`src/hdl/bsf_pkg.sv`:
```
// constants, types and register map of the boot security fuse status block
// Function
// pin code picks boot source, 0 reserved
// forced fabric fuse overrides pins and clock-select
// status bits 31:27 and 15:12 reserved
// bits 26:23 show clock-select fuses
// bit 22 debug fuse seeds debug domains
// bit 21 locks boundary-scan access level
// bit 20 locks debug-port access level
// bits 19/18 lock core0/core1 debug levels
// bit 17 locks trace infrastructure level
// bit 16 locks fabric debug level
// bit 11 picks tamper RAM clear order
// bit 10 clears RAMs on cold reset
// bit 9 clears RAMs on warm reset
// bit 8 blocks on-chip RAM second-stage boot
// bit 7 picks boot clock source
// bit 5 forces image decryption
// bits 4:2 report key authorization source
// bit 1 reports key length 256/384
// bit 0 forces image authentication
// bypass fuse permanently leaves scan chain
// boot and fabric bring-up in any order
// fuse status word readable by software
// clock-select code 0xf forces bypass mode
// fuse status word is read-only
package bsf_pkg;

   // register byte offsets
   localparam logic [7:0]  OFS_FUSE_STATUS = 8'h00;
   localparam logic [7:0]  OFS_BOOT_STATUS = 8'h04;
   localparam logic [7:0]  OFS_DEBUG_CTRL  = 8'h08;
   localparam logic [7:0]  OFS_SEC_LEVEL   = 8'h0c;
   localparam logic [31:0] UNMAPPED_DATA   = 32'h0000_0000;

   // fuse status word fields
   localparam int FS_CLKSEL_LSB   = 23;
   localparam int FS_DBG_ACCESS   = 22;
   localparam int FS_LOCK_LSB     = 16;
   localparam int FS_CLR_ORDER    = 11;
   localparam int FS_CLR_COLD     = 10;
   localparam int FS_CLR_WARM     = 9;
   localparam int FS_OC_BLOCK     = 8;
   localparam int FS_BOOT_CLK     = 7;
   localparam int FS_FABRIC_BOOT  = 6;
   localparam int FS_AES_EN       = 5;
   localparam int FS_KEY_SRC_LSB  = 2;
   localparam int FS_KEY_LEN      = 1;
   localparam int FS_AUTH_EN      = 0;
   localparam logic [31:0] FS_DEFINED_MASK = 32'h07ff_0fff;

   // boot status word fields
   localparam int BS_CODE_LSB     = 0;
   localparam int BS_IF_LSB       = 3;
   localparam int BS_HIGH_V       = 5;
   localparam int BS_INVALID      = 6;
   localparam int BS_FABRIC       = 7;
   localparam int BS_CLK_BYPASS   = 8;
   localparam int BS_INT_LS_CLK   = 9;
   localparam int BS_OC_ALLOWED   = 10;
   localparam int BS_DECRYPT      = 11;
   localparam int BS_AUTH         = 12;
   localparam int BS_SCAN_BYPASS  = 13;
   localparam int BS_USER_CODE    = 14;
   localparam int BS_VALID        = 15;

   // debug control word fields
   localparam int DC_LEVEL_LSB    = 0;
   localparam int DC_SCAN_BYPASS  = 8;
   localparam int DBG_DOMAINS     = 6;

   // boot source and clock-select codes
   localparam logic [2:0] BOOT_RESERVED = 3'h0;
   localparam logic [2:0] BOOT_FABRIC   = 3'h1;
   localparam logic [3:0] CLKSEL_BYPASS = 4'hf;
   localparam logic [3:0] CLKSEL_IGNORE = 4'h0;

   // reset values and timing
   localparam logic [31:0] FUSE_RST      = 32'h0000_0000;
   localparam logic [5:0]  DBG_LEVEL_RST = 6'h00;
   localparam logic [1:0]  SEC_LEVEL_RST = 2'h0;
   localparam logic [1:0]  SEC_LEVEL_MAX = 2'h3;
   localparam logic [1:0]  SETTLE_CYCLES = 2'h3;

   typedef enum logic [1:0] {IF_FABRIC, IF_NAND, IF_SDMMC, IF_QSPI} bsf_flash_if_t;
   typedef enum logic [1:0] {ST_SETTLE, ST_LATCH, ST_RUN} bsf_state_t;

endpackage

```
`src/hdl/bsf_fuse_status.sv`:
```
// boot security fuse status bank with boot source decode and wishbone slave
//
// Design decisions made here: the Wishbone slave port and the placing of the registers.
`timescale 1ns/1ps
module bsf_fuse_status (
   input  wire logic                  clk,
   input  wire logic                  arst_n,
   // wishbone classic slave
   input  wire logic                  wb_cyc_i,
   input  wire logic                  wb_stb_i,
   input  wire logic                  wb_we_i,
   input  wire logic [7:0]            wb_adr_i,
   input  wire logic [3:0]            wb_sel_i,
   input  wire logic [31:0]           wb_dat_i,
   output logic      [31:0]           wb_dat_o,
   output logic                       wb_ack_o,
   // boot pins and fuse array
   input  wire logic [2:0]            bootSourcePins,
   input  wire logic [3:0]            fuseClkSel,
   input  wire logic                  fuseDebugAccess,
   input  wire logic                  fuseJtagLock,
   input  wire logic                  fuseDebugPortLock,
   input  wire logic                  fuseCore0DebugLock,
   input  wire logic                  fuseCore1DebugLock,
   input  wire logic                  fuseTraceLock,
   input  wire logic                  fuseFabricDebugLock,
   input  wire logic                  fuseRamClearOrder,
   input  wire logic                  fuseRamClearCold,
   input  wire logic                  fuseRamClearWarm,
   input  wire logic                  fuseOnchipRamBootBlock,
   input  wire logic                  fuseBootClkInternal,
   input  wire logic                  fuseForceFabricBoot,
   input  wire logic                  fuseAesEnable,
   input  wire logic [2:0]            fuseKeySource,
   input  wire logic                  fuseKeyLen,
   input  wire logic                  fuseAuthEnable,
   input  wire logic                  fuseScanBypass,
   // system events
   input  wire logic                  coldResetEvent,
   input  wire logic                  warmResetEvent,
   input  wire logic                  tamperEvent,
   input  wire logic                  fabricRaiseSecurity,
   input  wire logic                  userCodeRunning,
   input  wire logic                  sysMgrOnchipBootEnable,
   // boot side outputs
   output logic                       statusValid,
   output logic      [2:0]            bootSourceCode,
   output bsf_pkg::bsf_flash_if_t     bootFlashIf,
   output logic                       bootHighVoltage,
   output logic                       bootSourceInvalid,
   output logic                       bootFromFabric,
   output logic                       clkBypassMode,
   output logic      [3:0]            clkSelOut,
   output logic                       bootClkInternalLs,
   output logic      [5:0]            debugAccessLevel,
   output logic      [5:0]            debugLocks,
   output logic                       scanChainBypass,
   output logic                       onchipBootAllowed,
   output logic                       decryptForced,
   output logic                       authRequired,
   output logic      [2:0]            keySource,
   output logic                       keyLen384,
   output logic                       ramClearReq,
   output logic                       ramClearSerial,
   output logic      [1:0]            securityLevel
);
   import bsf_pkg::*;

   // all state of the block
   typedef struct packed {
      logic [31:0]   fuseS1;
      logic [31:0]   fuseS2;
      logic [2:0]    pinS1;
      logic [2:0]    pinS2;
      logic [5:0]    sideS1;
      logic [5:0]    sideS2;
      logic [5:0]    sidePrev;
      bsf_state_t    state;
      logic [1:0]    settleCnt;
      logic [31:0]   fuse;
      logic          valid;
      logic [2:0]    bootCode;
      bsf_flash_if_t bootIf;
      logic          bootHighV;
      logic          bootInvalid;
      logic          bootFabric;
      logic          clkBypass;
      logic [3:0]    clkSel;
      logic          intLsClk;
      logic [5:0]    dbgLevel;
      logic          softBypass;
      logic          scanFuse;
      logic          scanBypass;
      logic          ocAllowed;
      logic          decrypt;
      logic          auth;
      logic [2:0]    keySrc;
      logic          keyLen;
      logic [1:0]    secLevel;
      logic          ramClrReq;
      logic          ramClrSerial;
      logic          wbAck;
      logic [31:0]   wbDat;
   } bsf_regs_t;

   bsf_regs_t   q;
   bsf_regs_t   n;
   logic [31:0] fuseIn;
   logic [5:0]  sideIn;

   // raw fuse word, reserved fields held at zero
   assign fuseIn = {5'h00, fuseClkSel, fuseDebugAccess, fuseJtagLock, fuseDebugPortLock,
                    fuseCore0DebugLock, fuseCore1DebugLock, fuseTraceLock,
                    fuseFabricDebugLock, 4'h0, fuseRamClearOrder, fuseRamClearCold,
                    fuseRamClearWarm, fuseOnchipRamBootBlock, fuseBootClkInternal,
                    fuseForceFabricBoot, fuseAesEnable, fuseKeySource, fuseKeyLen,
                    fuseAuthEnable};

   // side inputs: cold, warm, tamper, fabric raise, user code, scan bypass fuse
   assign sideIn = {fuseScanBypass, userCodeRunning, fabricRaiseSecurity,
                    tamperEvent, warmResetEvent, coldResetEvent};

   // next-state logic
   always_comb begin
      logic [31:0] f;
      logic [2:0]  pins;
      logic [5:0]  edges;
      logic [5:0]  locks;
      logic        hit;
      logic        wrStb;
      logic [31:0] rdData;
      logic [31:0] bootWord;
      f        = q.fuseS2 & FS_DEFINED_MASK;
      pins     = q.pinS2;
      edges    = q.sideS2 & ~q.sidePrev;
      locks    = q.fuse[FS_LOCK_LSB +: DBG_DOMAINS];
      hit      = wb_cyc_i & wb_stb_i;
      wrStb    = hit & wb_we_i & q.wbAck;
      rdData   = UNMAPPED_DATA;
      bootWord = 32'h0000_0000;
      n        = q;

      // two-flop synchronisers for pins and fuse lines
      n.fuseS1   = fuseIn;
      n.fuseS2   = q.fuseS1;
      n.pinS1    = bootSourcePins;
      n.pinS2    = q.pinS1;
      n.sideS1   = sideIn;
      n.sideS2   = q.sideS1;
      n.sidePrev = q.sideS2;
      n.ramClrReq = 1'b0;

      // capture sequence after reset release
      case (q.state)
         ST_SETTLE: begin
            if (q.settleCnt == SETTLE_CYCLES) begin
               n.state = ST_LATCH;
            end else begin
               n.settleCnt = q.settleCnt + 2'h1;
            end
         end
         ST_LATCH: begin
            n.fuse       = f;
            n.valid      = 1'b1;
            n.dbgLevel   = {DBG_DOMAINS{f[FS_DBG_ACCESS]}};
            n.scanFuse   = q.sideS2[5];
            n.intLsClk   = f[FS_BOOT_CLK];
            n.ocAllowed  = sysMgrOnchipBootEnable & ~f[FS_OC_BLOCK];
            n.decrypt    = f[FS_AES_EN];
            n.keySrc     = f[FS_KEY_SRC_LSB +: 3];
            n.keyLen     = f[FS_KEY_LEN];
            n.auth       = f[FS_AUTH_EN];
            if (f[FS_FABRIC_BOOT]) begin
               // fabric only; pins and clock-select fuses ignored
               n.bootCode  = BOOT_FABRIC;
               n.clkSel    = CLKSEL_IGNORE;
               n.clkBypass = 1'b0;
            end else begin
               n.bootCode  = pins;
               n.clkSel    = f[FS_CLKSEL_LSB +: 4];
               n.clkBypass = (f[FS_CLKSEL_LSB +: 4] == CLKSEL_BYPASS);
            end
            n.bootFabric  = f[FS_FABRIC_BOOT] | (pins == BOOT_FABRIC);
            n.bootInvalid = ~f[FS_FABRIC_BOOT] & (pins == BOOT_RESERVED);
            n.bootHighV   = ~f[FS_FABRIC_BOOT] & pins[0];
            if (f[FS_FABRIC_BOOT] || pins[2:1] == 2'h0) begin
               n.bootIf = IF_FABRIC;
            end else if (pins[2:1] == 2'h1) begin
               n.bootIf = IF_NAND;
            end else if (pins[2:1] == 2'h2) begin
               n.bootIf = IF_SDMMC;
            end else begin
               n.bootIf = IF_QSPI;
            end
            n.state = ST_RUN;
         end
         ST_RUN: begin
            // RAM clearing on resets, tamper takes priority
            if ((edges[0] && q.fuse[FS_CLR_COLD]) ||
                (edges[1] && q.fuse[FS_CLR_WARM])) begin
               n.ramClrReq    = 1'b1;
               n.ramClrSerial = 1'b0;
            end
            if (edges[2]) begin
               n.ramClrReq    = 1'b1;
               n.ramClrSerial = q.fuse[FS_CLR_ORDER];
            end
            // the on-chip boot permit follows the system manager enable
            n.ocAllowed = sysMgrOnchipBootEnable & ~q.fuse[FS_OC_BLOCK];
         end
         default: begin
            n.state = ST_SETTLE;
         end
      endcase

      // scan chain bypass: fuse is permanent, soft bit can be undone
      n.scanBypass = q.scanFuse | q.softBypass;

      // fabric may raise security before or after boot, but only while user code is not running
      if (edges[3] && !q.sideS2[4] && q.secLevel != SEC_LEVEL_MAX) begin
         n.secLevel = q.secLevel + 2'h1;
      end

      // wishbone classic: ack one cycle after the request, dropped after
      n.wbAck = hit & ~q.wbAck;

      // boot status word
      bootWord[BS_CODE_LSB +: 3] = q.bootCode;
      bootWord[BS_IF_LSB +: 2]   = q.bootIf;
      bootWord[BS_HIGH_V]        = q.bootHighV;
      bootWord[BS_INVALID]       = q.bootInvalid;
      bootWord[BS_FABRIC]        = q.bootFabric;
      bootWord[BS_CLK_BYPASS]    = q.clkBypass;
      bootWord[BS_INT_LS_CLK]    = q.intLsClk;
      bootWord[BS_OC_ALLOWED]    = q.ocAllowed;
      bootWord[BS_DECRYPT]       = q.decrypt;
      bootWord[BS_AUTH]          = q.auth;
      bootWord[BS_SCAN_BYPASS]   = q.scanBypass;
      bootWord[BS_USER_CODE]     = q.sideS2[4];
      bootWord[BS_VALID]         = q.valid;

      // read mux
      case (wb_adr_i)
         OFS_FUSE_STATUS: rdData = q.fuse;
         OFS_BOOT_STATUS: rdData = bootWord;
         OFS_DEBUG_CTRL: begin
            rdData[DC_LEVEL_LSB +: DBG_DOMAINS] = q.dbgLevel;
            rdData[DC_SCAN_BYPASS]              = q.softBypass;
         end
         OFS_SEC_LEVEL: rdData[1:0] = q.secLevel;
         default: rdData = UNMAPPED_DATA;
      endcase
      if (hit && !q.wbAck) begin
         n.wbDat = rdData;
      end else begin
         n.wbDat = UNMAPPED_DATA;
      end

      // writes take effect on the edge that sees ack high
      if (wrStb) begin
         case (wb_adr_i)
            OFS_DEBUG_CTRL: begin
               if (wb_sel_i[0] && q.state == ST_RUN) begin
                  for (int i = 0; i < DBG_DOMAINS; i++) begin
                     if (!locks[i]) begin
                        n.dbgLevel[i] = wb_dat_i[DC_LEVEL_LSB + i];
                     end
                  end
               end
               if (wb_sel_i[1]) begin
                  n.softBypass = wb_dat_i[DC_SCAN_BYPASS];
               end
            end
            OFS_SEC_LEVEL: begin
               // raise only, and only until user code runs
               if (wb_sel_i[0] && !q.sideS2[4] && wb_dat_i[1:0] > n.secLevel) begin
                  n.secLevel = wb_dat_i[1:0];
               end
            end
            default: begin
               // fuse and boot status words ignore writes
               n.fuse = n.fuse;
            end
         endcase
      end
   end

   // state register
   always_ff @(posedge clk or negedge arst_n) begin
      if (!arst_n) begin
         q          <= '0;
         q.state    <= ST_SETTLE;
         q.fuse     <= FUSE_RST;
         q.dbgLevel <= DBG_LEVEL_RST;
         q.secLevel <= SEC_LEVEL_RST;
      end else begin
         q <= n;
      end
   end

   // outputs straight from state
   assign wb_dat_o          = q.wbDat;
   assign wb_ack_o          = q.wbAck;
   assign statusValid       = q.valid;
   assign bootSourceCode    = q.bootCode;
   assign bootFlashIf       = q.bootIf;
   assign bootHighVoltage   = q.bootHighV;
   assign bootSourceInvalid = q.bootInvalid;
   assign bootFromFabric    = q.bootFabric;
   assign clkBypassMode     = q.clkBypass;
   assign clkSelOut         = q.clkSel;
   assign bootClkInternalLs = q.intLsClk;
   assign debugAccessLevel  = q.dbgLevel;
   assign debugLocks        = q.fuse[FS_LOCK_LSB +: DBG_DOMAINS];
   assign scanChainBypass   = q.scanBypass;
   assign onchipBootAllowed = q.ocAllowed;
   assign decryptForced     = q.decrypt;
   assign authRequired      = q.auth;
   assign keySource         = q.keySrc;
   assign keyLen384         = q.keyLen;
   assign ramClearReq       = q.ramClrReq;
   assign ramClearSerial    = q.ramClrSerial;
   assign securityLevel     = q.secLevel;

endmodule // bsf_fuse_status

```
`config.mk`:
```
export PLATFORM = sky130hd
export DESIGN_NAME = bsf_fuse_status
export DESIGN_NICKNAME = d
export VERILOG_FILES = /design/src/hdl/bsf_pkg.sv /design/src/hdl/bsf_fuse_status.sv
export SDC_FILE = /design/constraint.sdc
export NUM_CORES = 1
export LEC_CHECK = 0
export ABC_AREA = 1
export ABC_CLOCK_PERIOD_IN_PS = 1900
export BUFFER_PORTS_ARGS = -buffer_cell sky130_fd_sc_hd__buf_4
export CAP_MARGIN = 10
export CORE_ASPECT_RATIO = 1.2
export CORE_MARGIN = 10
export CORE_UTILIZATION = 49
export CTS_BUF_LIST = sky130_fd_sc_hd__clkbuf_8
export DETAILED_ROUTE_END_ITERATION = 6
export GPL_TIMING_DRIVEN = 0
export PLACE_DENSITY = 0.79
export SLEW_MARGIN = 20
export SYNTH_ARGS = -nofsm -noshare
export SYNTH_HDL_FRONTEND = slang
export SYNTH_SLANG_ARGS = --single-unit
export TNS_END_PERCENT = 1
```
`constraint.sdc`:
```
create_clock -name clk -period 1.9 [get_ports clk]
set_input_delay 0.095 -clock clk [delete_from_list [all_inputs] [get_ports clk]]
set_output_delay 0.095 -clock clk [all_outputs]
set_load 0.02 [all_outputs]
```
After elaboration in Yosys (flattened, before gate mapping)
Cells that the tools add are included.

Register bits after elaboration: 163. Bits in latches: 0. Memory bits (writable): 0. Bits in read-only memories: 0. Output and inout port bits: 72. Memories: 0.

Add/sub/neg operators: 2. $mul: 0. Divide/modulo/power cells: 0. Order comparisons: 1. Equal/unequal tests: 12. Shift operators: 0. Multiplexer cells: 32. Bitwise gates (word level): 18. Reduce and logical (&&, ||, !) cells: 22.

Operator list (count): $pmux W18 S2 (1); $mux W32 (1); $mux W2 (10); $eq A8 B4 Y1 const B (2); $mux W7 (2); $mux W6 (2); $pmux W4 S3 (1); $and A1 B1 Y1 (8); $eq A8 B3 Y1 const B (1); $logic_and A1 B1 Y1 (8); $logic_not A8 Y1 (1); $mux W1 (8); $pmux W2 S4 (1); $eq A2 B2 Y1 const B (3); $not A1 Y1 (6); $pmux W2 S3 (1); $reduce_and A2 Y1 (3); $mux W5 (1); $add A2 B1 Y2 const B (2); $and A4 B4 Y4 (1); $eq A2 B1 Y1 const B (2); $eq A4 B4 Y1 const B (1); $logic_not A2 Y1 (2); $ne A2 B2 Y1 const B (2); other kinds (13) (17).

Depth between registers and ports, before layout
Gate-level depths: netlist of run 1.

Depth in word-level cells: 10. Depth in mapped cells: 13.

Least setup slack after synthesis of run 1
No wires, ideal clock.

Path type: register to register. Start: register q (netlist bit securityLevel[0]). End: register q (netlist bit securityLevel[1]). Setup time: 0.117 ns. Arrival time: 1.781 ns. Required time: 1.783 ns. Path slack: 0.002 ns. Stages on the path, launching flop included: 13. Path buffers: 0. Clock period less this slack: 1.898 ns. Cell sequence: dfrtp_1 ha_1 nor2_1 nand3_1 o21ai_0 inv_1 ha_1 nand2_1 nand3_1 nor2_1 nand3_1 nand2_1 nand2_1.

RTL lines: start: declaration (line bsf_fuse_status.sv:106) `bsf_regs_t q;`; start signal: assignment (line bsf_fuse_status.sv:297) `q <= n;`.

==> impl_metrics.py, run 1 <==
metrics = {
    "route": {
        "wl_per_cell_um": 15.45,
        "drt_pass1_iterations": 4,
        "detail-route-antenna-nets": 0,
        "via_per_inst": 4.712,
        "wirelength_mm": 13.78,
        "drt_first_iter_violations": 208,
        "num_vias": 4203,
        "drc": 0,
    },
    "logic_synthesis": {
        "synth_top_family_by_area": "simple AND/OR/NAND/NOR gates",
        "synth.area.mux_share": 0.001964,
        "synth-seq-cells": 150,
        "yosys.area.top_type": "dfrtp_1",
        "synthXorXnorAreaFrac": 0.003055,
        "synth_cells": 532,
        "synthDistinctLibCells": 32,
        "synth_compound_area_frac": 0.06219,
        "yosysTopAreaCellShare": 0.6546,
        "ys_seq_area_frac": 0.6546,
        "ys_warn_count": 0,
        "synthTopCellsByArea": "dfrtp_1 65%, buf_4 7.7%, nand2_1 6.0%, inv_1 3.8%, o21ai_0 2.6%",
        "synth_area_per_cell_um2": 10.78,
        "synth_simple_gate_area_share": 0.1335,
        "synth_area_um2": 5734,
        "synthAdderAreaFrac": 0.01746,
    },
    "floorplan": {
        "io-pin-count": 154,
        "start_util": 0.4980,
        "dieArea_um2": 16450,
        "dieHeight_um": 138.5,
        "rows": 43,
        "fp.coreArea_um2": 11510,
        "dieWidth_um": 118.8,
    },
    "setup_path": {
        "critPathRequiredTime_ns": 2.24,
        "endpoint_kind": "flip-flop",
        "r2r_cells": 12,
        "path_class": "flip-flop to flip-flop",
        "startpoint_type": "flip-flop",
        "worst-path-max-fanout": 3,
        "cp.arrival_ns": 2.30,
    },
    "timing": {
        "slew_violations": 0,
        "finalSetupViolCount": 2,
        "period_needed_ns": 1.962,
        "slew_headroom": 0.6301,
        "worst-slew-pin-transition_ns": 0.5548,
        "post-route-period-util": 1.033,
        "fin_setup_tns_ns": -0.1008,
        "setup_slack_ns": -0.06200,
        "rsz0062_at_grt": "yes",
        "fmax_mhz": 509.7,
        "worst_hold_slack_ns": 0.05222,
        "finalClockSkew_ns": 0.008410,
        "finalHoldViolCount": 0,
    },
    "cells_and_area": {
        "fin_util": 0.6824,
        "register_area_um2": 3755,
        "nets": 813,
        "diodes": 0,
        "n_fill_cell": 883,
        "syn_to_final_growth_pct": 37.01,
        "multiInputGateArea_um2": 1380,
        "drive_gt1_frac": 0.3347,
    },
    "outcome": {
        "violations": "setup timing",
        "status": "complete, but fails checks",
    },
    "power_and_ir_drop": {
        "p_seq_frac": 0.502,
        "p_int_mw": 5.156,
        "leakagePower_nw": 3.961,
        "p_sw_frac": 0.2452,
        "comb_power_share": 0.143,
        "power_mw": 6.831,
        "ir_drop_mv": 0.5734,
        "p_clk_frac": 0.355,
        "switchingPower_mw": 1.675,
        "power.density_nw_per_um2": 869.4,
    },
    "min_path": {
        "hold_depth": 5,
        "hold_path.class": "primary input to flip-flop",
    },
    "global_routing": {
        "groute.layer.met1.usage": 0.1843,
        "grt_pass1_vias": 4361,
        "antenna_found_initial": 0,
        "busiest_layer": "met2",
        "grt_util_all_layers": 0.1684,
        "grt_max_degree": 95,
        "use_met3": 0.06069,
        "grt_pass1_wl_mm": 22.08,
        "grt_overflow_total": 0,
        "met2_usage": 0.2935,
    },
    "clocking": {
        "h-tree-depth": 4,
        "cts.path.max_buffers": 2,
        "cts_sinks": 150,
        "root_buffer": "clkbuf_8",
        "clock_latency_ns": 0.44,
        "clkTransAtPathRegs_ns": 0.08,
        "cts_tree": "yes",
        "cts_made_buffers": 17,
    },
    "place": {
        "port_buffers": 121,
        "dp_hpwl_mm": 9.659,
        "gp_congestion": 0.8456,
        "dp_slack_ns": -0.2508,
    },
    "run": {
        "maxCapViolations": 0,
    },
}
synth_stat cells, drive strengths merged:
library cell / n
xnor2: 2
a21oi: 19
ha: 8
nor3: 14
buf: 65
conb: 1
o31ai: 1
o32ai: 1
mux2: 1
nand2: 95
o41ai: 1
o21ai: 38
o22ai: 3
nand3: 26
nor2: 35
o2111ai: 1
dfrtp: 150
o211ai: 1
clkbuf: 4
inv: 62
nand4: 4
timing repair:
item,in CTS,in global routing
pin swaps,8,9
endpoints found under the hold margin,99,0
resized for setup,10,11
setup buffers,2,0
hold buffers,44,0
endpoints found under the setup margin,2,2
power groups by stage:
| stage | sequential (mW) | clock [mW] | combinational (mW) |
|---|---|---|---|
| finish | 3.43 | 2.43 | 0.976 |
| global route | 3.44 | 2.60 | 1.06 |
| CTS | 3.42 | 2.47 | 0.859 |
| detailed placement | 3.49 | 0 | 0.679 |
| global placement | 3.48 | 0 | 0.636 |
| floorplan | 3.48 | 0 | 0.334 |
critical path, cell delays in order, from the launching register on:
cell     delay, ns
dfrtp_2       0.43
ha_4          0.17
nor2_4        0.10
nand3_4       0.13
o21ai_4       0.17
inv_2         0.07
ha_4          0.22
nand2_2       0.07
nand3_2       0.08
nor2_4        0.15
nand3_2       0.12
nand2_1       0.10
nand2_1       0.05
stage by stage:
step                cells  cell area [um^2]
CTS                   892              7792
detailed placement    815              6889
global placement      814              6854
floorplan             536              5749
finish                892              7856
global route          892              7856
per-layer routing:
layer	wire, um	vias to the layer above
met5	0	-
met4	371	0
met3	1035	31
met2	7134	157
met1	5236	2019
li1	-	1996
final timing paths:
| check | startpoint | end | slack [ns] |
|---|---|---|---|
| worst max-delay path | securityLevel[0] | securityLevel[1] | -0.06 |
| worst min-delay path | wb_cyc_i | wb_dat_o[13] | 0.05 |
| worst max register to register | securityLevel[0] | securityLevel[1] | -0.06 |
| worst min register to register | n[148] | q[148] | 0.34 |
| max in group asynchronous | arst_n | securityLevel[0] | 0.96 |
| min in group asynchronous | arst_n | n[146] | 0.16 |
cell type report:
class                      instances  area share
multi-input combinational        255      0.1757
clock inverter                    12     0.01768
timing repair buffer             168      0.1781
inverter                          62     0.02994
sequential                       150      0.4779
tap                              157     0.02500
buffer                            69     0.06243
clock buffer                      19     0.03329
registers in the layout, indices dropped and copies added (netlist names):
| register | cells |
|---|---|
| onchipBootAllowed | 1 |
| clkSelOut | 4 |
| debugAccessLevel | 6 |
| statusValid | 1 |
| n | 38 |
| clkBypassMode | 1 |
| securityLevel | 2 |
| q | 51 |
| ramClearSerial | 1 |
| bootFlashIf | 1 |
| wb_dat_o | 27 |
| wb_ack_o | 1 |
| bootSourceCode | 3 |
| bootSourceInvalid | 1 |
| bootFromFabric | 1 |
| ramClearReq | 1 |
| scanChainBypass | 1 |
| bootHighVoltage | 1 |
| debugLocks | 6 |
| keySource | 2 |
cells in the final DEF, fill, tap and decap left out, types with 2 or more instances in the layout:
master	n
o21ai_2	3
nand3_2	2
clkinv_2	2
nand2_1	89
buf_2	2
nor3_1	14
ha_4	3
buf_1	3
nand4_1	4
nor2_4	6
ha_1	5
clkbuf_1	4
o21ai_1	5
nand2_2	5
o21ai_0	29
bufinv_16	3
inv_1	61
nor2_2	3
dfrtp_1	149
nand3_1	23
o22ai_1	3
dlygate4sd3_1	44
a21oi_1	19
conb_1	5
nor2_1	26
inv_2	4
clkinvlp_4	2
clkbuf_8	19
buf_4	181
cells by family (layout without fill, tap and decap cells):
kind of cell | after synthesis | after routing
other | 1 | 5
adder cells (fa/ha/maj) | 8 | 8
XOR/XNOR | 2 | 2
AND/OR/NAND/NOR | 174 | 174
buffers and inverters | 131 | 330
AO/OA/AOI/OAI | 65 | 65
flip-flops | 150 | 150
multiplexers | 1 | 1
Note: power is estimated with default switching activity, not from simulation.
==> run 2, diff against run 1 <==
RECOVER_POWER = 100   (was unset)
==> run 2 against run 1 <==
Compared with the run above: the flow still finishes with violations (setup timing); hold slack improved by 0.0068 ns; critical path depth did not move; sequential share of layout area rose by 1.6 points; register-to-register slack barely moved; total power fell by 0.70%; non-clock buffer count did not move; critical endpoint unchanged; via count rose by 0.79%; routed wire length rose by 0.15%; combinational power fell by 4.9%; clock skew rose by 0.00067 ns.
==> impl_metrics.py, run 2 (synthesis gave the netlist of run 1 again) <==
metrics = {
    "clocking": {
        "clkTransAtPathRegs_ns": 0.08,
        "h-tree-depth": 4,
        "root_buffer": "clkbuf_8",
        "cts_sinks": 150,
        "clock_latency_ns": 0.44,
        "cts.path.max_buffers": 2,
        "cts_tree": "yes",
        "cts_made_buffers": 17,
    },
    "power_and_ir_drop": {
        "power.density_nw_per_um2": 892.0,
        "p_int_mw": 5.111,
        "ir_drop_mv": 0.5691,
        "leakagePower_nw": 3.703,
        "p_clk_frac": 0.358,
        "p_sw_frac": 0.2465,
        "p_seq_frac": 0.505,
        "comb_power_share": 0.137,
        "switchingPower_mw": 1.672,
    },
    "timing": {
        "post-route-period-util": 1.030,
        "finalHoldViolCount": 0,
        "finalClockSkew_ns": 0.009081,
        "worst-slew-pin-transition_ns": 1.436,
        "setup_slack_ns": -0.05617,
        "slew_headroom": 0.04285,
        "fmax_mhz": 511.2,
        "slew_violations": 0,
        "rsz0062_at_grt": "yes",
        "period_needed_ns": 1.956,
        "worst_hold_slack_ns": 0.05905,
        "finalSetupViolCount": 2,
    },
    "route": {
        "detail-route-antenna-nets": 0,
        "num_vias": 4236,
        "drt_first_iter_violations": 213,
        "drc": 0,
        "drt_pass1_iterations": 4,
        "wirelength_mm": 13.80,
        "via_per_inst": 4.749,
        "wl_per_cell_um": 15.47,
    },
    "run": {
        "maxCapViolations": 0,
    },
    "setup_path": {
        "rrSetupSlack_ns": -0.06,
        "cp-startpoint": "securityLevel[0]",
        "cp.arrival_ns": 2.29,
        "critPathRequiredTime_ns": 2.24,
        "endpoint_kind": "flip-flop",
        "startpoint_type": "flip-flop",
        "path_class": "flip-flop to flip-flop",
        "rr_startpoint": "securityLevel[0]",
        "crit_end": "securityLevel[1]",
        "worstReg2RegEnd": "securityLevel[1]",
        "r2r_cells": 12,
        "worst-path-max-fanout": 3,
    },
    "floorplan": {
        "start_util": 0.4980,
        "dieArea_um2": 16450,
        "rows": 43,
        "dieHeight_um": 138.5,
        "dieWidth_um": 118.8,
        "fp.coreArea_um2": 11510,
        "io-pin-count": 154,
    },
    "cells_and_area": {
        "diodes": 0,
        "regMostFlops": "q",
        "largest_reg_flops": 51,
        "nets": 813,
        "drive_gt1_frac": 0.2463,
        "final_common_cell": "dfrtp_1",
        "final_cell_mix": "149 x dfrtp_1, 90 x nand2_1, 83 x buf_4",
        "n_fill_cell": 954,
        "syn_to_final_growth_pct": 32.60,
    },
    "outcome": {
        "violations": "setup timing",
        "status": "complete, but fails checks",
    },
    "place": {
        "dp_slack_ns": -0.2508,
        "dp_hpwl_mm": 9.659,
        "port_buffers": 121,
        "gp_congestion": 0.8456,
    },
    "global_routing": {
        "antenna_found_initial": 0,
        "grt_util_all_layers": 0.1684,
        "grt_pass1_vias": 4361,
        "grt_pass1_wl_mm": 22.08,
        "grt_overflow_total": 0,
        "grt_max_degree": 95,
    },
    "min_path": {
        "hold_path.class": "primary input to flip-flop",
    },
}
## run 2: how the worst min path moves through the flow
| stage | depth (start not counted) | endpoint | from | slack (ns) |
|---|---|---|---|---|
| after CTS | 5 | wb_dat_o[13] | wb_cyc_i | 0.02 |
| after floorplan | 0 | bootFlashIf[1] | arst_n | -0.20 |
| after global placement | 1 | n[112] | tamperEvent | 0.20 |
| after global routing | 5 | wb_dat_o[13] | wb_cyc_i | 0.06 |
| final | 5 | wb_dat_o[13] | wb_cyc_i | 0.06 |
| after detailed placement | 1 | n[150] | arst_n | 0.05 |
## run 2: per-layer routing
metal,vias up,GRT usage,part of all wire,wire (um)
li1,1996,-,-,-
met1,2058,0.1843,0.39,5337
met2,149,0.2935,0.52,7136
met3,33,0.06069,0.068,943
met4,0,0.05924,0.027,379
met5,-,0,0,0
## run 2: area by class of cell
class                   count  area, um^2  share of cell area
plain buffers              69       490.5             0.06451
clock buffers              19       261.5             0.03439
clock inverters            12       138.9             0.01827
inverters                  62       235.2             0.03094
multi-input cells         255        1370              0.1802
flip-flops and latches    150        3755              0.4938
well taps                 157       196.4             0.02584
repair buffers            168        1156              0.1520
## run 2: timing repair
action,4_1_cts,5_1_grt
endpoints found under the setup margin,2,2
pin swaps,8,9
endpoints found under the hold margin,99,0
hold buffers,44,0
setup buffers,2,0
resized for setup,10,11
cloned,0,0
## run 2: power groups by stage
stage                     Combinational [mW]  Sequential (mW)  Clock [mW]
after global placement                 0.636             3.48           0
after detailed placement               0.679             3.49           0
after global routing                    1.01             3.44        2.60
after floorplan                        0.334             3.48           0
after CTS                              0.859             3.42        2.47
final                                  0.928             3.43        2.43
## run 2: through the flow
step / utilization / std cells / cell area, um^2 / power (mW) / TNS (ns)
2_1_floorplan: - / 536 / 5749 / 3.813 / 0
3_3_place_gp: 0.5953 / 814 / 6854 / 4.118 / -0.2301
3_5_place_dp: 0.5983 / 815 / 6889 / 4.169 / -0.5006
4_1_cts: 0.6768 / 892 / 7792 / 6.750 / -0.06260
5_1_grt: 0.6604 / 892 / 7604 / 7.049 / -0.2665
6_report: 0.6604 / 892 / 7604 / 6.782 / -0.08607
## run 2: worst max-delay path, stage by stage, from the launching register on
cell,delay [ns]
dfrtp_2,0.43
ha_4,0.17
nor2_4,0.10
nand3_4,0.13
o21ai_4,0.17
inv_2,0.07
ha_4,0.22
nand2_2,0.07
nand3_2,0.08
nor2_4,0.15
nand3_2,0.11
nand2_1,0.10
nand2_1,0.05
